## config.mk

```make
export PLATFORM = sky130hd
export DESIGN_NAME = sbb_cpu_bus
export DESIGN_NICKNAME = d
export VERILOG_FILES = /design/src/sbb_pkg.sv /design/src/sbb_cpu_bus.sv /design/src/sbb_osc_div.sv
export VERILOG_INCLUDE_DIRS = /design/src /design/src/src
export SDC_FILE = /design/constraint.sdc
export NUM_CORES = 1
export LEC_CHECK = 0
export ABC_AREA = 1
export BUFFER_PORTS_ARGS = -buffer_cell sky130_fd_sc_hd__clkbuf_2
export CORE_MARGIN = 1.5
export CORE_UTILIZATION = 45
export CTS_BUF_LIST = sky130_fd_sc_hd__clkbuf_4 sky130_fd_sc_hd__clkbuf_8
export DETAILED_ROUTE_END_ITERATION = 7
export PLACE_DENSITY_LB_ADDON = 0.2
export SLEW_MARGIN = 25
export SYNTH_ARGS = -nofsm -noshare
export SYNTH_HDL_FRONTEND = slang
export SYNTH_SLANG_ARGS = --single-unit
```

## constraint.sdc

```tcl
create_clock -name clk_in -period 7.1 [get_ports clk_in]
set_clock_uncertainty 0.1 [all_clocks]
set_input_delay 1.065 -clock clk_in [delete_from_list [all_inputs] [get_ports clk_in]]
set_output_delay 1.065 -clock clk_in [all_outputs]
set_load 0.02 [all_outputs]
```

## src/sbb_map.svh

```systemverilog
// offsets, fields, reset values and timing for the backplane bus block
`ifndef SBB_MAP_SVH
`define SBB_MAP_SVH

`define SBB_CLK_HZ 50000000
`define SBB_OSC_HZ 2000000

`define SBB_REG_CYC_ADDR 8'h00
`define SBB_REG_CYC_DATA 8'h04
`define SBB_REG_CMD 8'h08
`define SBB_REG_STATUS 8'h0C
`define SBB_REG_PC_IR 8'h10

`define SBB_CMD_TYPE_LSB 0
`define SBB_CMD_TYPE_MSB 2
`define SBB_CMD_LAST 3
`define SBB_CMD_EI 4
`define SBB_CMD_DI 5

`define SBB_ST_BUSY 0
`define SBB_ST_WAIT 1
`define SBB_ST_HLDA 2
`define SBB_ST_INTE 3
`define SBB_ST_HALT 4
`define SBB_ST_INTACK 5
`define SBB_ST_PROT 6
`define SBB_ST_RD_LSB 8

`define SBB_STB_INTA 0
`define SBB_STB_WO_N 1
`define SBB_STB_HLTA 3
`define SBB_STB_OUT 4
`define SBB_STB_M1 5
`define SBB_STB_INP 6
`define SBB_STB_MEMR 7

`define SBB_PC_RESET 16'h0000
`define SBB_IR_RESET 8'h00

`endif

```

## src/sbb_pkg.sv

```systemverilog
// types shared by the backplane bus block
package sbb_pkg;
	typedef enum logic [2:0] {
		S_IDLE = 3'h0,
		S_T1 = 3'h1,
		S_T2 = 3'h3,
		S_T3 = 3'h2,
		S_TW = 3'h7,
		S_HOLD = 3'h4,
		S_HALT = 3'h6
	} sbb_state_t;
	typedef enum logic [2:0] {
		CYC_FETCH = 3'h0,
		CYC_MEMRD = 3'h1,
		CYC_MEMWR = 3'h2,
		CYC_IN = 3'h3,
		CYC_OUT = 3'h4,
		CYC_HALT = 3'h5
	} sbb_cyc_t;
endpackage : sbb_pkg

```

## src/sbb_cpu_bus.sv

```systemverilog
// processor-board side of the backplane bus: cycles, status and handshakes
`timescale 1ns/1ps
`include "sbb_map.svh"

// Functional notes
// - status float input tristates eight status lines
// - command float input tristates six command lines
// - address float input tristates sixteen address lines
// - data-out float input tristates eight data lines
// - hold request answered by hold acknowledge
// - wait flag shown while in wait
// - interrupt-enabled output mirrors enable flip-flop
// - no interrupt acknowledge while enable cleared
// - fetch status only in opcode fetch cycle
// - output status, port address, data with write
// - input status while port address driven
// - memory read status on memory read cycles
// - halt acknowledge after halt instruction
// - bus clock is inverted master oscillator
// - memory stores data on write strobe
// - low ready holds processor in wait
// - interrupt sampled at instruction end or halt
// - interrupt ignored in hold or disabled
// - hold granted after current machine cycle
// - reset clears program counter and instruction
// - barred signals active low, rest high
// - low external ready forces wait state
module sbb_cpu_bus import sbb_pkg::*; #(
	parameter int CLK_HZ = `SBB_CLK_HZ,
	parameter int OSC_HZ = `SBB_OSC_HZ
) (
	input wire logic clk_in,
	input wire logic arst_n_in,
	input wire logic [7:0] reg_addr_in,
	input wire logic [31:0] reg_wdata_in,
	input wire logic reg_wr_in,
	input wire logic reg_rd_in,
	output logic [31:0] reg_rdata_out,
	input wire logic status_lines_float_n_in,
	input wire logic command_lines_float_n_in,
	input wire logic address_lines_float_n_in,
	input wire logic data_out_float_n_in,
	input wire logic bus_hold_request_in,
	input wire logic processor_ready_in,
	input wire logic external_ready_in,
	input wire logic interrupt_request_in,
	input wire logic bus_reset_n_in,
	input wire logic protect_state_in,
	input wire logic [7:0] data_in,
	output logic [7:0] status_out,
	output logic status_oe_out,
	output logic status_latch_strobe_n_out,
	output logic data_in_strobe_out,
	output logic write_strobe_n_out,
	output logic hold_acknowledge_out,
	output logic wait_state_flag_out,
	output logic interrupt_enabled_flag_out,
	output logic command_oe_out,
	output logic memory_write_strobe_out,
	output logic [15:0] address_out,
	output logic address_oe_out,
	output logic [7:0] data_out,
	output logic data_oe_out,
	output logic bus_clock_out,
	output logic io_card_clear_n_out
);
	localparam int DIV = CLK_HZ / OSC_HZ;
	localparam int SW = 18;

	if (DIV < 2) begin : g_div_check
		$error("clock too slow for the bus oscillator");
	end

	logic rst_s1;
	logic rst_n;
	logic [SW-1:0] pin_s1;
	logic [SW-1:0] pin_s2;
	logic stat_float;
	logic cmd_float;
	logic addr_float;
	logic do_float;
	logic hold_s;
	logic processor_ready_in_s;
	logic external_ready_in_s;
	logic int_s;
	logic bus_reset;
	logic prot_s;
	logic [7:0] din_s;
	logic osc;
	logic tick;
	sbb_state_t state;
	logic pend;
	logic last;
	logic inte;
	logic int_ack;
	logic [2:0] cyc_type;
	logic [15:0] cyc_addr;
	logic [7:0] cyc_data;
	logic [15:0] pc;
	logic [7:0] ir;
	logic [7:0] rd_data;
	logic ready;
	logic int_take;
	logic cmd_wr;
	logic is_write;
	logic is_read;

	always_ff @(posedge clk_in or negedge arst_n_in) begin
		if (!arst_n_in) begin
			rst_s1 <= 1'b0;
			rst_n <= 1'b0;
		end else begin
			rst_s1 <= 1'b1;
			rst_n <= rst_s1;
		end
	end

	// every bus pin crosses two flops; only the second is read
	always_ff @(posedge clk_in or negedge rst_n) begin
		if (!rst_n) begin
			pin_s1 <= '0;
			pin_s2 <= '0;
		end else begin
			pin_s1 <= {status_lines_float_n_in,
				command_lines_float_n_in,
				address_lines_float_n_in,
				data_out_float_n_in, bus_hold_request_in,
				processor_ready_in, external_ready_in,
				interrupt_request_in, bus_reset_n_in,
				protect_state_in, data_in};
			pin_s2 <= pin_s1;
		end
	end

	// float and reset pins are active low on the bus
	assign stat_float = !pin_s2[17];
	assign cmd_float = !pin_s2[16];
	assign addr_float = !pin_s2[15];
	assign do_float = !pin_s2[14];
	assign hold_s = pin_s2[13];
	assign processor_ready_in_s = pin_s2[12];
	assign external_ready_in_s = pin_s2[11];
	assign int_s = pin_s2[10];
	assign bus_reset = !pin_s2[9];
	assign prot_s = pin_s2[8];
	assign din_s = pin_s2[7:0];

	sbb_osc_div #(
		.DIV(DIV)
	) sbb_osc_div_inst (
		.clk_in(clk_in),
		.rst_n_in(rst_n),
		.osc_out(osc),
		.tick_out(tick)
	);

	assign bus_clock_out = !osc;

	assign ready = processor_ready_in_s && external_ready_in_s;
	assign cmd_wr = reg_wr_in && (reg_addr_in == `SBB_REG_CMD);
	assign is_write = (cyc_type == CYC_MEMWR) || (cyc_type == CYC_OUT);
	assign is_read = (cyc_type == CYC_FETCH) || (cyc_type == CYC_MEMRD)
		|| (cyc_type == CYC_IN);
	// no acknowledge while disabled or held
	assign int_take = tick && int_s && inte && !hold_s
		&& ((state == S_T3 && last) || state == S_HALT);

	// a new cycle is taken only when idle and nothing is queued
	always_ff @(posedge clk_in or negedge rst_n) begin
		if (!rst_n) begin
			pend <= 1'b0;
			cyc_type <= CYC_FETCH;
			last <= 1'b0;
		end else if (cmd_wr && state == S_IDLE && !pend) begin
			pend <= 1'b1;
			cyc_type <= reg_wdata_in[`SBB_CMD_TYPE_MSB:`SBB_CMD_TYPE_LSB];
			last <= reg_wdata_in[`SBB_CMD_LAST];
		end else if (tick && state == S_IDLE && pend && !hold_s) begin
			pend <= 1'b0;
		end
	end

	always_ff @(posedge clk_in or negedge rst_n) begin
		if (!rst_n) begin
			cyc_addr <= '0;
			cyc_data <= '0;
		end else if (reg_wr_in) begin
			if (reg_addr_in == `SBB_REG_CYC_ADDR)
				cyc_addr <= reg_wdata_in[15:0];
			else if (reg_addr_in == `SBB_REG_CYC_DATA)
				cyc_data <= reg_wdata_in[7:0];
		end
	end

	// machine cycle sequencer, stepped by the oscillator tick
	always_ff @(posedge clk_in or negedge rst_n) begin
		if (!rst_n) begin
			state <= S_IDLE;
		end else if (tick) begin
			case (state)
			S_IDLE: begin
				if (hold_s)
					state <= S_HOLD;
				else if (pend)
					state <= S_T1;
			end
			S_T1: begin
				state <= S_T2;
			end
			S_T2, S_TW: begin
				if (ready)
					state <= S_T3;
				else
					state <= S_TW;
			end
			S_T3: begin
				// hold is granted only at the cycle boundary
				if (hold_s)
					state <= S_HOLD;
				else if (cyc_type == CYC_HALT && !int_take)
					state <= S_HALT;
				else
					state <= S_IDLE;
			end
			S_HOLD: begin
				if (!hold_s)
					state <= S_IDLE;
			end
			S_HALT: begin
				if (hold_s)
					state <= S_HOLD;
				else if (int_take)
					state <= S_IDLE;
			end
			default: begin
				state <= S_IDLE;
			end
			endcase
		end
	end

	// status word stands from T1 to the end of the cycle, held in halt
	always_ff @(posedge clk_in or negedge rst_n) begin
		if (!rst_n) begin
			status_out <= '0;
		end else if (tick && state == S_IDLE && pend && !hold_s) begin
			status_out <= '0;
			status_out[`SBB_STB_WO_N] <= !is_write;
			status_out[`SBB_STB_M1] <= (cyc_type == CYC_FETCH);
			status_out[`SBB_STB_OUT] <= (cyc_type == CYC_OUT);
			status_out[`SBB_STB_INP] <= (cyc_type == CYC_IN);
			status_out[`SBB_STB_MEMR] <= (cyc_type == CYC_FETCH)
				|| (cyc_type == CYC_MEMRD);
			status_out[`SBB_STB_HLTA] <= (cyc_type == CYC_HALT);
		end else if (tick && (state == S_T3 || state == S_HALT)) begin
			if (state == S_T3 && cyc_type == CYC_HALT && !hold_s
				&& !int_take)
				status_out <= status_out;
			else if (state == S_T3 || int_take || hold_s)
				status_out <= '0;
		end
	end

	// fetches use the program counter, other cycles the written address
	always_ff @(posedge clk_in or negedge rst_n) begin
		if (!rst_n) begin
			address_out <= '0;
			data_out <= '0;
		end else if (tick && state == S_IDLE && pend && !hold_s) begin
			address_out <= (cyc_type == CYC_FETCH) ? pc : cyc_addr;
			data_out <= cyc_data;
		end
	end

	always_ff @(posedge clk_in or negedge rst_n) begin
		if (!rst_n)
			pc <= `SBB_PC_RESET;
		else if (bus_reset)
			pc <= `SBB_PC_RESET;
		else if (tick && state == S_T3 && cyc_type == CYC_FETCH)
			pc <= pc + 16'h0001;
	end

	always_ff @(posedge clk_in or negedge rst_n) begin
		if (!rst_n)
			ir <= `SBB_IR_RESET;
		else if (bus_reset)
			ir <= `SBB_IR_RESET;
		else if (tick && state == S_T3 && cyc_type == CYC_FETCH)
			ir <= din_s;
	end

	always_ff @(posedge clk_in or negedge rst_n) begin
		if (!rst_n)
			rd_data <= '0;
		else if (tick && state == S_T3 && is_read)
			rd_data <= din_s;
	end

	// taking an interrupt clears the enable, as the processor does
	always_ff @(posedge clk_in or negedge rst_n) begin
		if (!rst_n)
			inte <= 1'b0;
		else if (int_take)
			inte <= 1'b0;
		else if (cmd_wr && reg_wdata_in[`SBB_CMD_DI])
			inte <= 1'b0;
		else if (cmd_wr && reg_wdata_in[`SBB_CMD_EI])
			inte <= 1'b1;
	end

	// sticky acknowledge; a new take beats the software clear
	always_ff @(posedge clk_in or negedge rst_n) begin
		if (!rst_n)
			int_ack <= 1'b0;
		else if (int_take)
			int_ack <= 1'b1;
		else if (reg_wr_in && reg_addr_in == `SBB_REG_STATUS
			&& reg_wdata_in[`SBB_ST_INTACK])
			int_ack <= 1'b0;
	end

	always_ff @(posedge clk_in or negedge rst_n) begin
		if (!rst_n)
			io_card_clear_n_out <= 1'b0;
		else
			io_card_clear_n_out <= !bus_reset;
	end

	assign status_oe_out = !stat_float;
	assign command_oe_out = !cmd_float;
	// address and data let go while the bus is granted away
	assign address_oe_out = !addr_float && state != S_HOLD;
	assign data_oe_out = !do_float && state != S_HOLD
		&& is_write && state != S_IDLE;
	assign status_latch_strobe_n_out = (state != S_T1);
	assign data_in_strobe_out = is_read
		&& (state == S_T2 || state == S_TW || state == S_T3);
	assign write_strobe_n_out = !(state == S_T3 && is_write);
	assign memory_write_strobe_out = state == S_T3
		&& cyc_type == CYC_MEMWR;
	assign hold_acknowledge_out = (state == S_HOLD);
	assign wait_state_flag_out = (state == S_TW)
		|| (state == S_HALT);
	assign interrupt_enabled_flag_out = inte;

	always_ff @(posedge clk_in or negedge rst_n) begin
		if (!rst_n) begin
			reg_rdata_out <= '0;
		end else begin
			reg_rdata_out <= '0;
			if (reg_rd_in) begin
				if (reg_addr_in == `SBB_REG_CYC_ADDR) begin
					reg_rdata_out[15:0] <= cyc_addr;
				end else if (reg_addr_in == `SBB_REG_CYC_DATA) begin
					reg_rdata_out[7:0] <= cyc_data;
				end else if (reg_addr_in == `SBB_REG_STATUS) begin
					reg_rdata_out[`SBB_ST_BUSY] <= pend
						|| (state != S_IDLE && state != S_HOLD);
					reg_rdata_out[`SBB_ST_WAIT] <= wait_state_flag_out;
					reg_rdata_out[`SBB_ST_HLDA] <= hold_acknowledge_out;
					reg_rdata_out[`SBB_ST_INTE] <= inte;
					reg_rdata_out[`SBB_ST_HALT] <= (state == S_HALT);
					reg_rdata_out[`SBB_ST_INTACK] <= int_ack;
					reg_rdata_out[`SBB_ST_PROT] <= prot_s;
					reg_rdata_out[`SBB_ST_RD_LSB+:8] <= rd_data;
				end else if (reg_addr_in == `SBB_REG_PC_IR) begin
					reg_rdata_out[23:0] <= {ir, pc};
				end
			end
		end
	end

	property p_stat_float;
		@(posedge clk_in) disable iff (!rst_n)
		!status_lines_float_n_in ##2 1 |-> !status_oe_out;
	endproperty
	a_stat_float: assert property (p_stat_float)
		else $error("status drivers on while floated");

	property p_cmd_float;
		@(posedge clk_in) disable iff (!rst_n)
		!command_lines_float_n_in ##2 1 |-> !command_oe_out;
	endproperty
	a_cmd_float: assert property (p_cmd_float)
		else $error("command drivers on while floated");

	property p_addr_float;
		@(posedge clk_in) disable iff (!rst_n)
		(addr_float || hold_acknowledge_out) |-> !address_oe_out;
	endproperty
	a_addr_float: assert property (p_addr_float)
		else $error("address drivers on while floated");

	property p_do_float;
		@(posedge clk_in) disable iff (!rst_n)
		data_oe_out |-> !do_float && is_write && !hold_acknowledge_out;
	endproperty
	a_do_float: assert property (p_do_float)
		else $error("data out driven when it must float");

	property p_hold;
		@(posedge clk_in) disable iff (!rst_n)
		tick && hold_s && state == S_IDLE |=> hold_acknowledge_out
			&& !address_oe_out;
	endproperty
	a_hold: assert property (p_hold)
		else $error("hold not acknowledged");

	property p_wait;
		@(posedge clk_in) disable iff (!rst_n)
		tick && state == S_T2 && !ready |=> wait_state_flag_out [*3];
	endproperty
	a_wait: assert property (p_wait)
		else $error("wait flag missing while stalled");

	property p_ei;
		@(posedge clk_in) disable iff (!rst_n)
		cmd_wr && reg_wdata_in[`SBB_CMD_EI] && !reg_wdata_in[`SBB_CMD_DI]
			&& !int_take |=> interrupt_enabled_flag_out;
	endproperty
	a_ei: assert property (p_ei)
		else $error("enable instruction not mirrored");

	property p_no_ack;
		@(posedge clk_in) disable iff (!rst_n)
		$rose(int_ack) |-> $past(inte) && !$past(hold_s);
	endproperty
	a_no_ack: assert property (p_no_ack)
		else $error("interrupt taken while disabled or held");

	property p_fetch;
		@(posedge clk_in) disable iff (!rst_n)
		status_out[`SBB_STB_M1] |-> cyc_type == CYC_FETCH
			&& state != S_IDLE;
	endproperty
	a_fetch: assert property (p_fetch)
		else $error("fetch status outside a fetch cycle");

	property p_halt;
		@(posedge clk_in) disable iff (!rst_n)
		state == S_HALT |-> status_out[`SBB_STB_HLTA];
	endproperty
	a_halt: assert property (p_halt)
		else $error("halt state without halt acknowledge");

	property p_reset;
		@(posedge clk_in) disable iff (!rst_n)
		bus_reset |=> pc == `SBB_PC_RESET && ir == `SBB_IR_RESET;
	endproperty
	a_reset: assert property (p_reset)
		else $error("counter or instruction not cleared in reset");
endmodule : sbb_cpu_bus

```

## src/sbb_osc_div.sv

```systemverilog
// master oscillator divider: square wave and one-cycle phase tick
`timescale 1ns/1ps
module sbb_osc_div #(
	parameter int DIV = 25
) (
	input wire logic clk_in,
	input wire logic rst_n_in,
	output logic osc_out,
	output logic tick_out
);
	localparam int CW = $clog2(DIV);
	localparam logic [CW-1:0] LAST = CW'(DIV - 1);
	localparam logic [CW-1:0] HALF = CW'(DIV / 2);
	logic [CW-1:0] cnt;

	// checked while elaborating, so a bad divisor never builds
	if (DIV < 2) begin : g_div_check
		$error("divider needs at least two cycles");
	end

	always_ff @(posedge clk_in or negedge rst_n_in) begin
		if (!rst_n_in)
			cnt <= '0;
		else if (cnt == LAST)
			cnt <= '0;
		else
			cnt <= cnt + 1'b1;
	end

	// high for the first half; odd divisors give the extra cycle low
	always_ff @(posedge clk_in or negedge rst_n_in) begin
		if (!rst_n_in)
			osc_out <= 1'b0;
		else
			osc_out <= (cnt == LAST) || (cnt < HALF - 1'b1);
	end

	always_ff @(posedge clk_in or negedge rst_n_in) begin
		if (!rst_n_in)
			tick_out <= 1'b0;
		else
			tick_out <= (cnt == LAST);
	end
endmodule : sbb_osc_div

```

After elaboration in Yosys (flattened, before gate mapping)
Index checks and enable logic that the tools add are counted.
{"block": "classes", "add_sub_neg": 2, "order_cmp": 1, "eq_ne": 23, "muxes": 36, "bitwise_logic": 1, "reduce_logical": 64}
{"cell": "$mux W16", "count": 5}
{"cell": "$mux W8", "count": 10}
{"cell": "$mux W24", "count": 2}
{"cell": "$logic_and A1 B1 Y1", "count": 32}
{"cell": "$mux W3", "count": 8}
{"cell": "$pmux W3 S6", "count": 1}
{"cell": "$add A16 B1 Y16 const B", "count": 1}
{"cell": "$eq A8 B4 Y1 const B", "count": 2}
{"cell": "$eq A3 B3 Y1 const B", "count": 5}
{"cell": "$eq A3 B2 Y1 const B", "count": 4}
{"cell": "$logic_or A1 B1 Y1", "count": 12}
{"cell": "$ne A3 B3 Y1 const B", "count": 3}
{"cell": "$eq A8 B3 Y1 const B", "count": 1}
{"cell": "$eq A8 B5 Y1 const B", "count": 1}
{"cell": "$logic_not A8 Y1", "count": 1}
{"cell": "$mux W1", "count": 8}
{"cell": "$reduce_bool A2 Y1", "count": 4}
{"cell": "$mux W7", "count": 1}
{"cell": "$eq A3 B1 Y1 const B", "count": 2}
{"cell": "$logic_not A1 Y1", "count": 6}
{"cell": "$logic_not A3 Y1", "count": 2}
{"cell": "$reduce_and A3 Y1", "count": 2}
{"cell": "$reduce_bool A3 Y1", "count": 2}
{"cell": "$add A5 B1 Y5 const B", "count": 1}
{"cell": "10 further kinds", "count": 11}
{"block": "word_totals", "regBits": 168, "inputBits": 62, "output_inout_bits": 77, "elab_cells": 150}

Depth between registers and ports, before layout
{"block": "depth", "depth_word": 10, "mapped_depth": 11, "mapped_depth_nobuf": 10}

Modules after synthesis
Synthesis repeated with hierarchy kept, for this count alone.
{"block": "hier_totals", "hier_cells": 810, "hier_area_um2": 7171.9}
{"module": "sbb_cpu_bus", "instances": 1, "cells_per_inst": 774, "area_per_inst_um2": 6856.6, "seq_area_each_um2": 3978.8}
{"module": "sbb_osc_div", "instances": 1, "cells_per_inst": 36, "area_per_inst_um2": 315.3, "seq_area_each_um2": 175.2}

Worst setup path after synthesis
OpenSTA, ideal clock, no wires.
{"block": "synth_timing", "path_kind": "register to output", "start": "register state[2]", "end": "output port memory_write_strobe_out", "arrival_time_ns": 1.285, "t_required_ns": 5.935, "path_slack_ns": 4.650, "stages_incl_launch_ff": 5, "n_path_buf": 1, "path_cell_list": "dfrtp_1 buf_4 clkinv_1 nand3_2 nor4_1"}
{"block": "synth_between", "elab_chain_len": 2}
{"item": "from (decl)", "line": "sbb_cpu_bus.sv:91", "source": "sbb_state_t state;"}
{"item": "from (signal assigned)", "line": "sbb_cpu_bus.sv:198", "source": "state <= S_IDLE;"}
{"item": "from (signal assigned)", "line": "sbb_cpu_bus.sv:203", "source": "state <= S_HOLD;"}
{"item": "from (signal assigned)", "line": "sbb_cpu_bus.sv:205", "source": "state <= S_T1;"}
{"item": "$eq A3 B2 Y1", "line": "sbb_cpu_bus.sv:340", "source": "assign memory_write_strobe_out = state == S_T3"}
{"item": "$logic_and A1 B1 Y1", "line": "sbb_cpu_bus.sv:341", "source": "&& cyc_type == CYC_MEMWR;"}
{"item": "to (decl)", "line": "sbb_cpu_bus.sv:59", "source": "output logic memory_write_strobe_out,"}
No other way between the ends.

Final worst setup path
{"block": "layout_timing", "start": "register cyc_type[0]", "end": "output port write_strobe_n_out"}
{"block": "layout_between", "elab_chain_len": 4, "elab_cells_between_ends": 5, "cone_classes": "eq/ne: 2; reduce/logical: 3"}
{"item": "from (decl)", "line": "sbb_cpu_bus.sv:96", "source": "logic [2:0] cyc_type;"}
{"item": "from (signal assigned)", "line": "sbb_cpu_bus.sv:176", "source": "cyc_type <= reg_wdata_in[`SBB_CMD_TYPE_MSB:`SBB_CMD_TYPE_LSB];"}
{"item": "$eq A3 B2 Y1 or $eq A3 B3 Y1 (tied branches)", "line": "sbb_cpu_bus.sv:161", "source": "assign is_write = (cyc_type == CYC_MEMWR) || (cyc_type == CYC_OUT);"}
{"item": "$logic_or A1 B1 Y1 *", "line": "sbb_cpu_bus.sv:161"}
{"item": "$logic_and A1 B1 Y1 *", "line": "sbb_cpu_bus.sv:339", "source": "assign write_strobe_n_out = !(state == S_T3 && is_write);"}
{"item": "$logic_not A1 Y1 *", "line": "sbb_cpu_bus.sv:339"}
{"item": "to (decl)", "line": "sbb_cpu_bus.sv:54", "source": "output logic write_strobe_n_out,"}
Mark *: on every way between the ends. The rest lies on a longest branch, timed or not.

==> impl_metrics.toml <==
[outcome]
outcome = "complete, no violations"

[timing]
final.min_clock_period_ns = 2.95
grt_setup_unrepaired = "no"
setup_ws_ns = 4.15
hold_viol = 0
finalSetupViolCount = 0
finalSetupTns_ns = 0
worst_pin_slew_ns = 0.822
report.final.slew_viol_count = 0
slew_headroom = 0.450
fmax_ghz = 0.339
min_period_over_period = 0.416

[routing]
ant_nets = 0
via_per_inst = 4.87
wl_per_cell_um = 14.3
detail_route.wirelength_mm = 16.2
drcViolationCount = 0
drt_iter0_drc = 314
via_count = 5508
drt_pre_antenna_iters = 5

[yosys]
synth_seq_cells = 166
netlist_instances = 797
yosysSeqAreaShare = 0.576
yosys_warnings = 0
synth_cell_types = 39
syn_area_per_cell_um2 = 9.05
netlist_area_um2 = 7210

[clocking]
clkSlewWorstSetupHoldPaths_ns = 0.09
cts_resized = 0
cts_sinks = 166
cts_setup_buffers = 0
cts_buffer_depth = 2
htree_num_levels = 4
clock_latency_ns = 0.47
hold_buffers = 0
tritoncts = "built"
root_buffer = "clkbuf_8"
cts_made_buffers = 17

[placed_design]
hpwl_mm = 11.4
port_buffers = 112
dp_worst_setup_slack_ns = 3.95
routabilityCongestion = 0.824

[floorplanning]
ios = 139
rows = 46
die_y_um = 130
die_x_um = 130
start_util = 0.457
die_area_um2 = 16800
core-area_um2 = 15800

[job]
maxCapViolCount = 0

[setup_path]
startpoint_type = "register"
worstPathArrival_ns = 1.79
r2r_start = "cyc_type[1]$_DFFE_PN0P_"
critical_path_class = "register to output port"
r2r_slack_ns = 4.79
endpoint_kind = "output port"
required_ns = 5.93
reg2reg_depth = 8
worst_r2r_endpoint = "pc[0]$_DFFE_PN0P_"
cp_max_fo = 6

[grt]
grt_max_degree = 63
antenna_found_initial = 0
gr-usage-all-layers = 0.203
grt_pass1_wl_mm = 26.0
grt_overflow = 0
grt_pass1_vias = 5123

[cells_and_area]
layout-drive-gt1-share = 0.206
regArea_um2 = 4160
multi_input_area_um2 = 2480
syn_to_final_growth_pct = 13.5
fin_nets = 966
final_common_cell = "nand2_1"
diodes = 0
layout_common_cells = "233 x nand2_1, 165 x dfrtp_1, 112 x clkbuf_2, 77 x inv_1"
fillers = 1523

[min_path]
hold_class = "register to asynchronous set/reset pin"

[power]
power_per_cell_area_nw_per_um2 = 209
ir_worst_vdd_uv = 143
p_leak_nw = 4.26
power.total_mw = 1.71
through the flow:
| stage | hold WS, ns | std cells | utilization | instance area, um^2 |
|---|---|---|---|---|
| 2_1_floorplan | 0.231 | 806 | - | 7250 |
| 3_3_place_gp | 0.233 | 1098 | 0.495 | 7810 |
| 3_5_place_dp | 0.233 | 1098 | 0.495 | 7810 |
| 4_1_cts | 0.231 | 1130 | 0.519 | 8190 |
| 5_1_grt | 0.245 | 1130 | 0.519 | 8190 |
| 6_report | 0.208 | 1130 | 0.519 | 8190 |
synthesized netlist by cell type:
cell type  number  share of area
nand2_4         1         0.0016
o211ai_1       23          0.024
nand3_1        60          0.042
clkbuf_1        3         0.0016
nor2_2          2         0.0017
nand2_2         8         0.0069
buf_4          14          0.015
or2_2           3         0.0026
nor2_1         60          0.031
o21ai_2        10          0.012
nand4_1        14          0.012
conb_1          2         0.0010
buf_1           2         0.0010
buf_8           1         0.0021
nand3_2         3         0.0042
or2_0           1        0.00087
buf_6          10          0.016
nor2_4          4         0.0062
nor3_4          1         0.0023
nand3b_1        7         0.0073
o22ai_1         8         0.0069
and2_1          1        0.00087
dfrtp_1       166           0.58
inv_2           4         0.0021
inv_1          77          0.040
o2111ai_1       1         0.0012
nand4_4         1         0.0029
xor2_1          2         0.0024
a21oi_1        10         0.0069
clkinv_2        1        0.00069
nor3_2          1         0.0014
nand2_1       233           0.12
buf_2          10         0.0069
ha_1            3         0.0052
o21ai_1        12         0.0083
o21ai_0        25          0.017
nor3_1         11         0.0076
nor4_1          1        0.00087
clkinv_1        1        0.00052
how the worst max path moves through the flow:
stage                             from                          to  slack, ns  cells after the start
5_1_grt        cyc_type[0]$_DFFE_PN0P_          write_strobe_n_out       3.98                      6
3_5_place_dp            reg_addr_in[7]     cyc_addr[5]$_DFFE_PN0P_       3.95                      9
6_report       cyc_type[0]$_DFFE_PN0P_          write_strobe_n_out       4.15                      6
4_1_cts        cyc_type[0]$_DFFE_PN0P_          write_strobe_n_out       4.12                      6
3_3_place_gp            reg_addr_in[7]     cyc_addr[5]$_DFFE_PN0P_       3.99                      9
2_1_floorplan          rst_n$_DFF_PN0_  address_out[0]$_DFFE_PN0P_       2.03                      0
sequential cells by signal (all words and copies together), names as in the netlist, 16 cells and up:
signal,flops
pin_s2,18
pin_s1,18
reg_rdata_out,24
address_out,16
pc,16
cyc_addr,16
kinds of logic (layout without fill, tap and decap cells):
logic type      Yosys count  count (layout)  synth area share
simple gates            412             412             0.254
flops                   166             166             0.576
buf+inv                 123             231            0.0852
compound gates           89              89            0.0768
fa+ha+maj                 3               3           0.00520
other cells               2              11           0.00104
xor+xnor                  2               2           0.00243
critical path, stage by stage, from the launching register on:
cell and delay, ns:
dfrtp_1 0.45, inv_1 0.06, a21oi_1 0.23, inv_1 0.09, o21ai_0 0.15, or2_2 0.18
clkbuf_2 0.16
metal layers:
| metal | global-route usage | share of wire | vias to the layer above |
|---|---|---|---|
| li1 | - | - | 2745 |
| met1 | 0.293 | 0.48 | 2586 |
| met2 | 0.303 | 0.45 | 155 |
| met3 | 0.0450 | 0.056 | 22 |
| met4 | 0.0765 | 0.017 | 0 |
| met5 | 0 | 0 | - |
power breakdown:
part | leakage, nW | total (mW) | internal (mW) | switching [mW]
Combinational | 1.98 | 0.0739 | 0.0209 | 0.0531
Sequential | 2.09 | 0.978 | 0.964 | 0.0148
Clock | 0.188 | 0.656 | 0.294 | 0.362
Total | 4.26 | 1.71 | 1.28 | 0.430
area by class of cell:
type / instances / area share
inverters: 83 / 0.0382
clock inverters: 13 / 0.0150
flip-flops and latches: 166 / 0.508
well taps: 216 / 0.0330
repair buffers: 116 / 0.0721
clock buffers: 19 / 0.0312
multi-input cells: 517 / 0.303
Power figures use the tool's default switching activity.
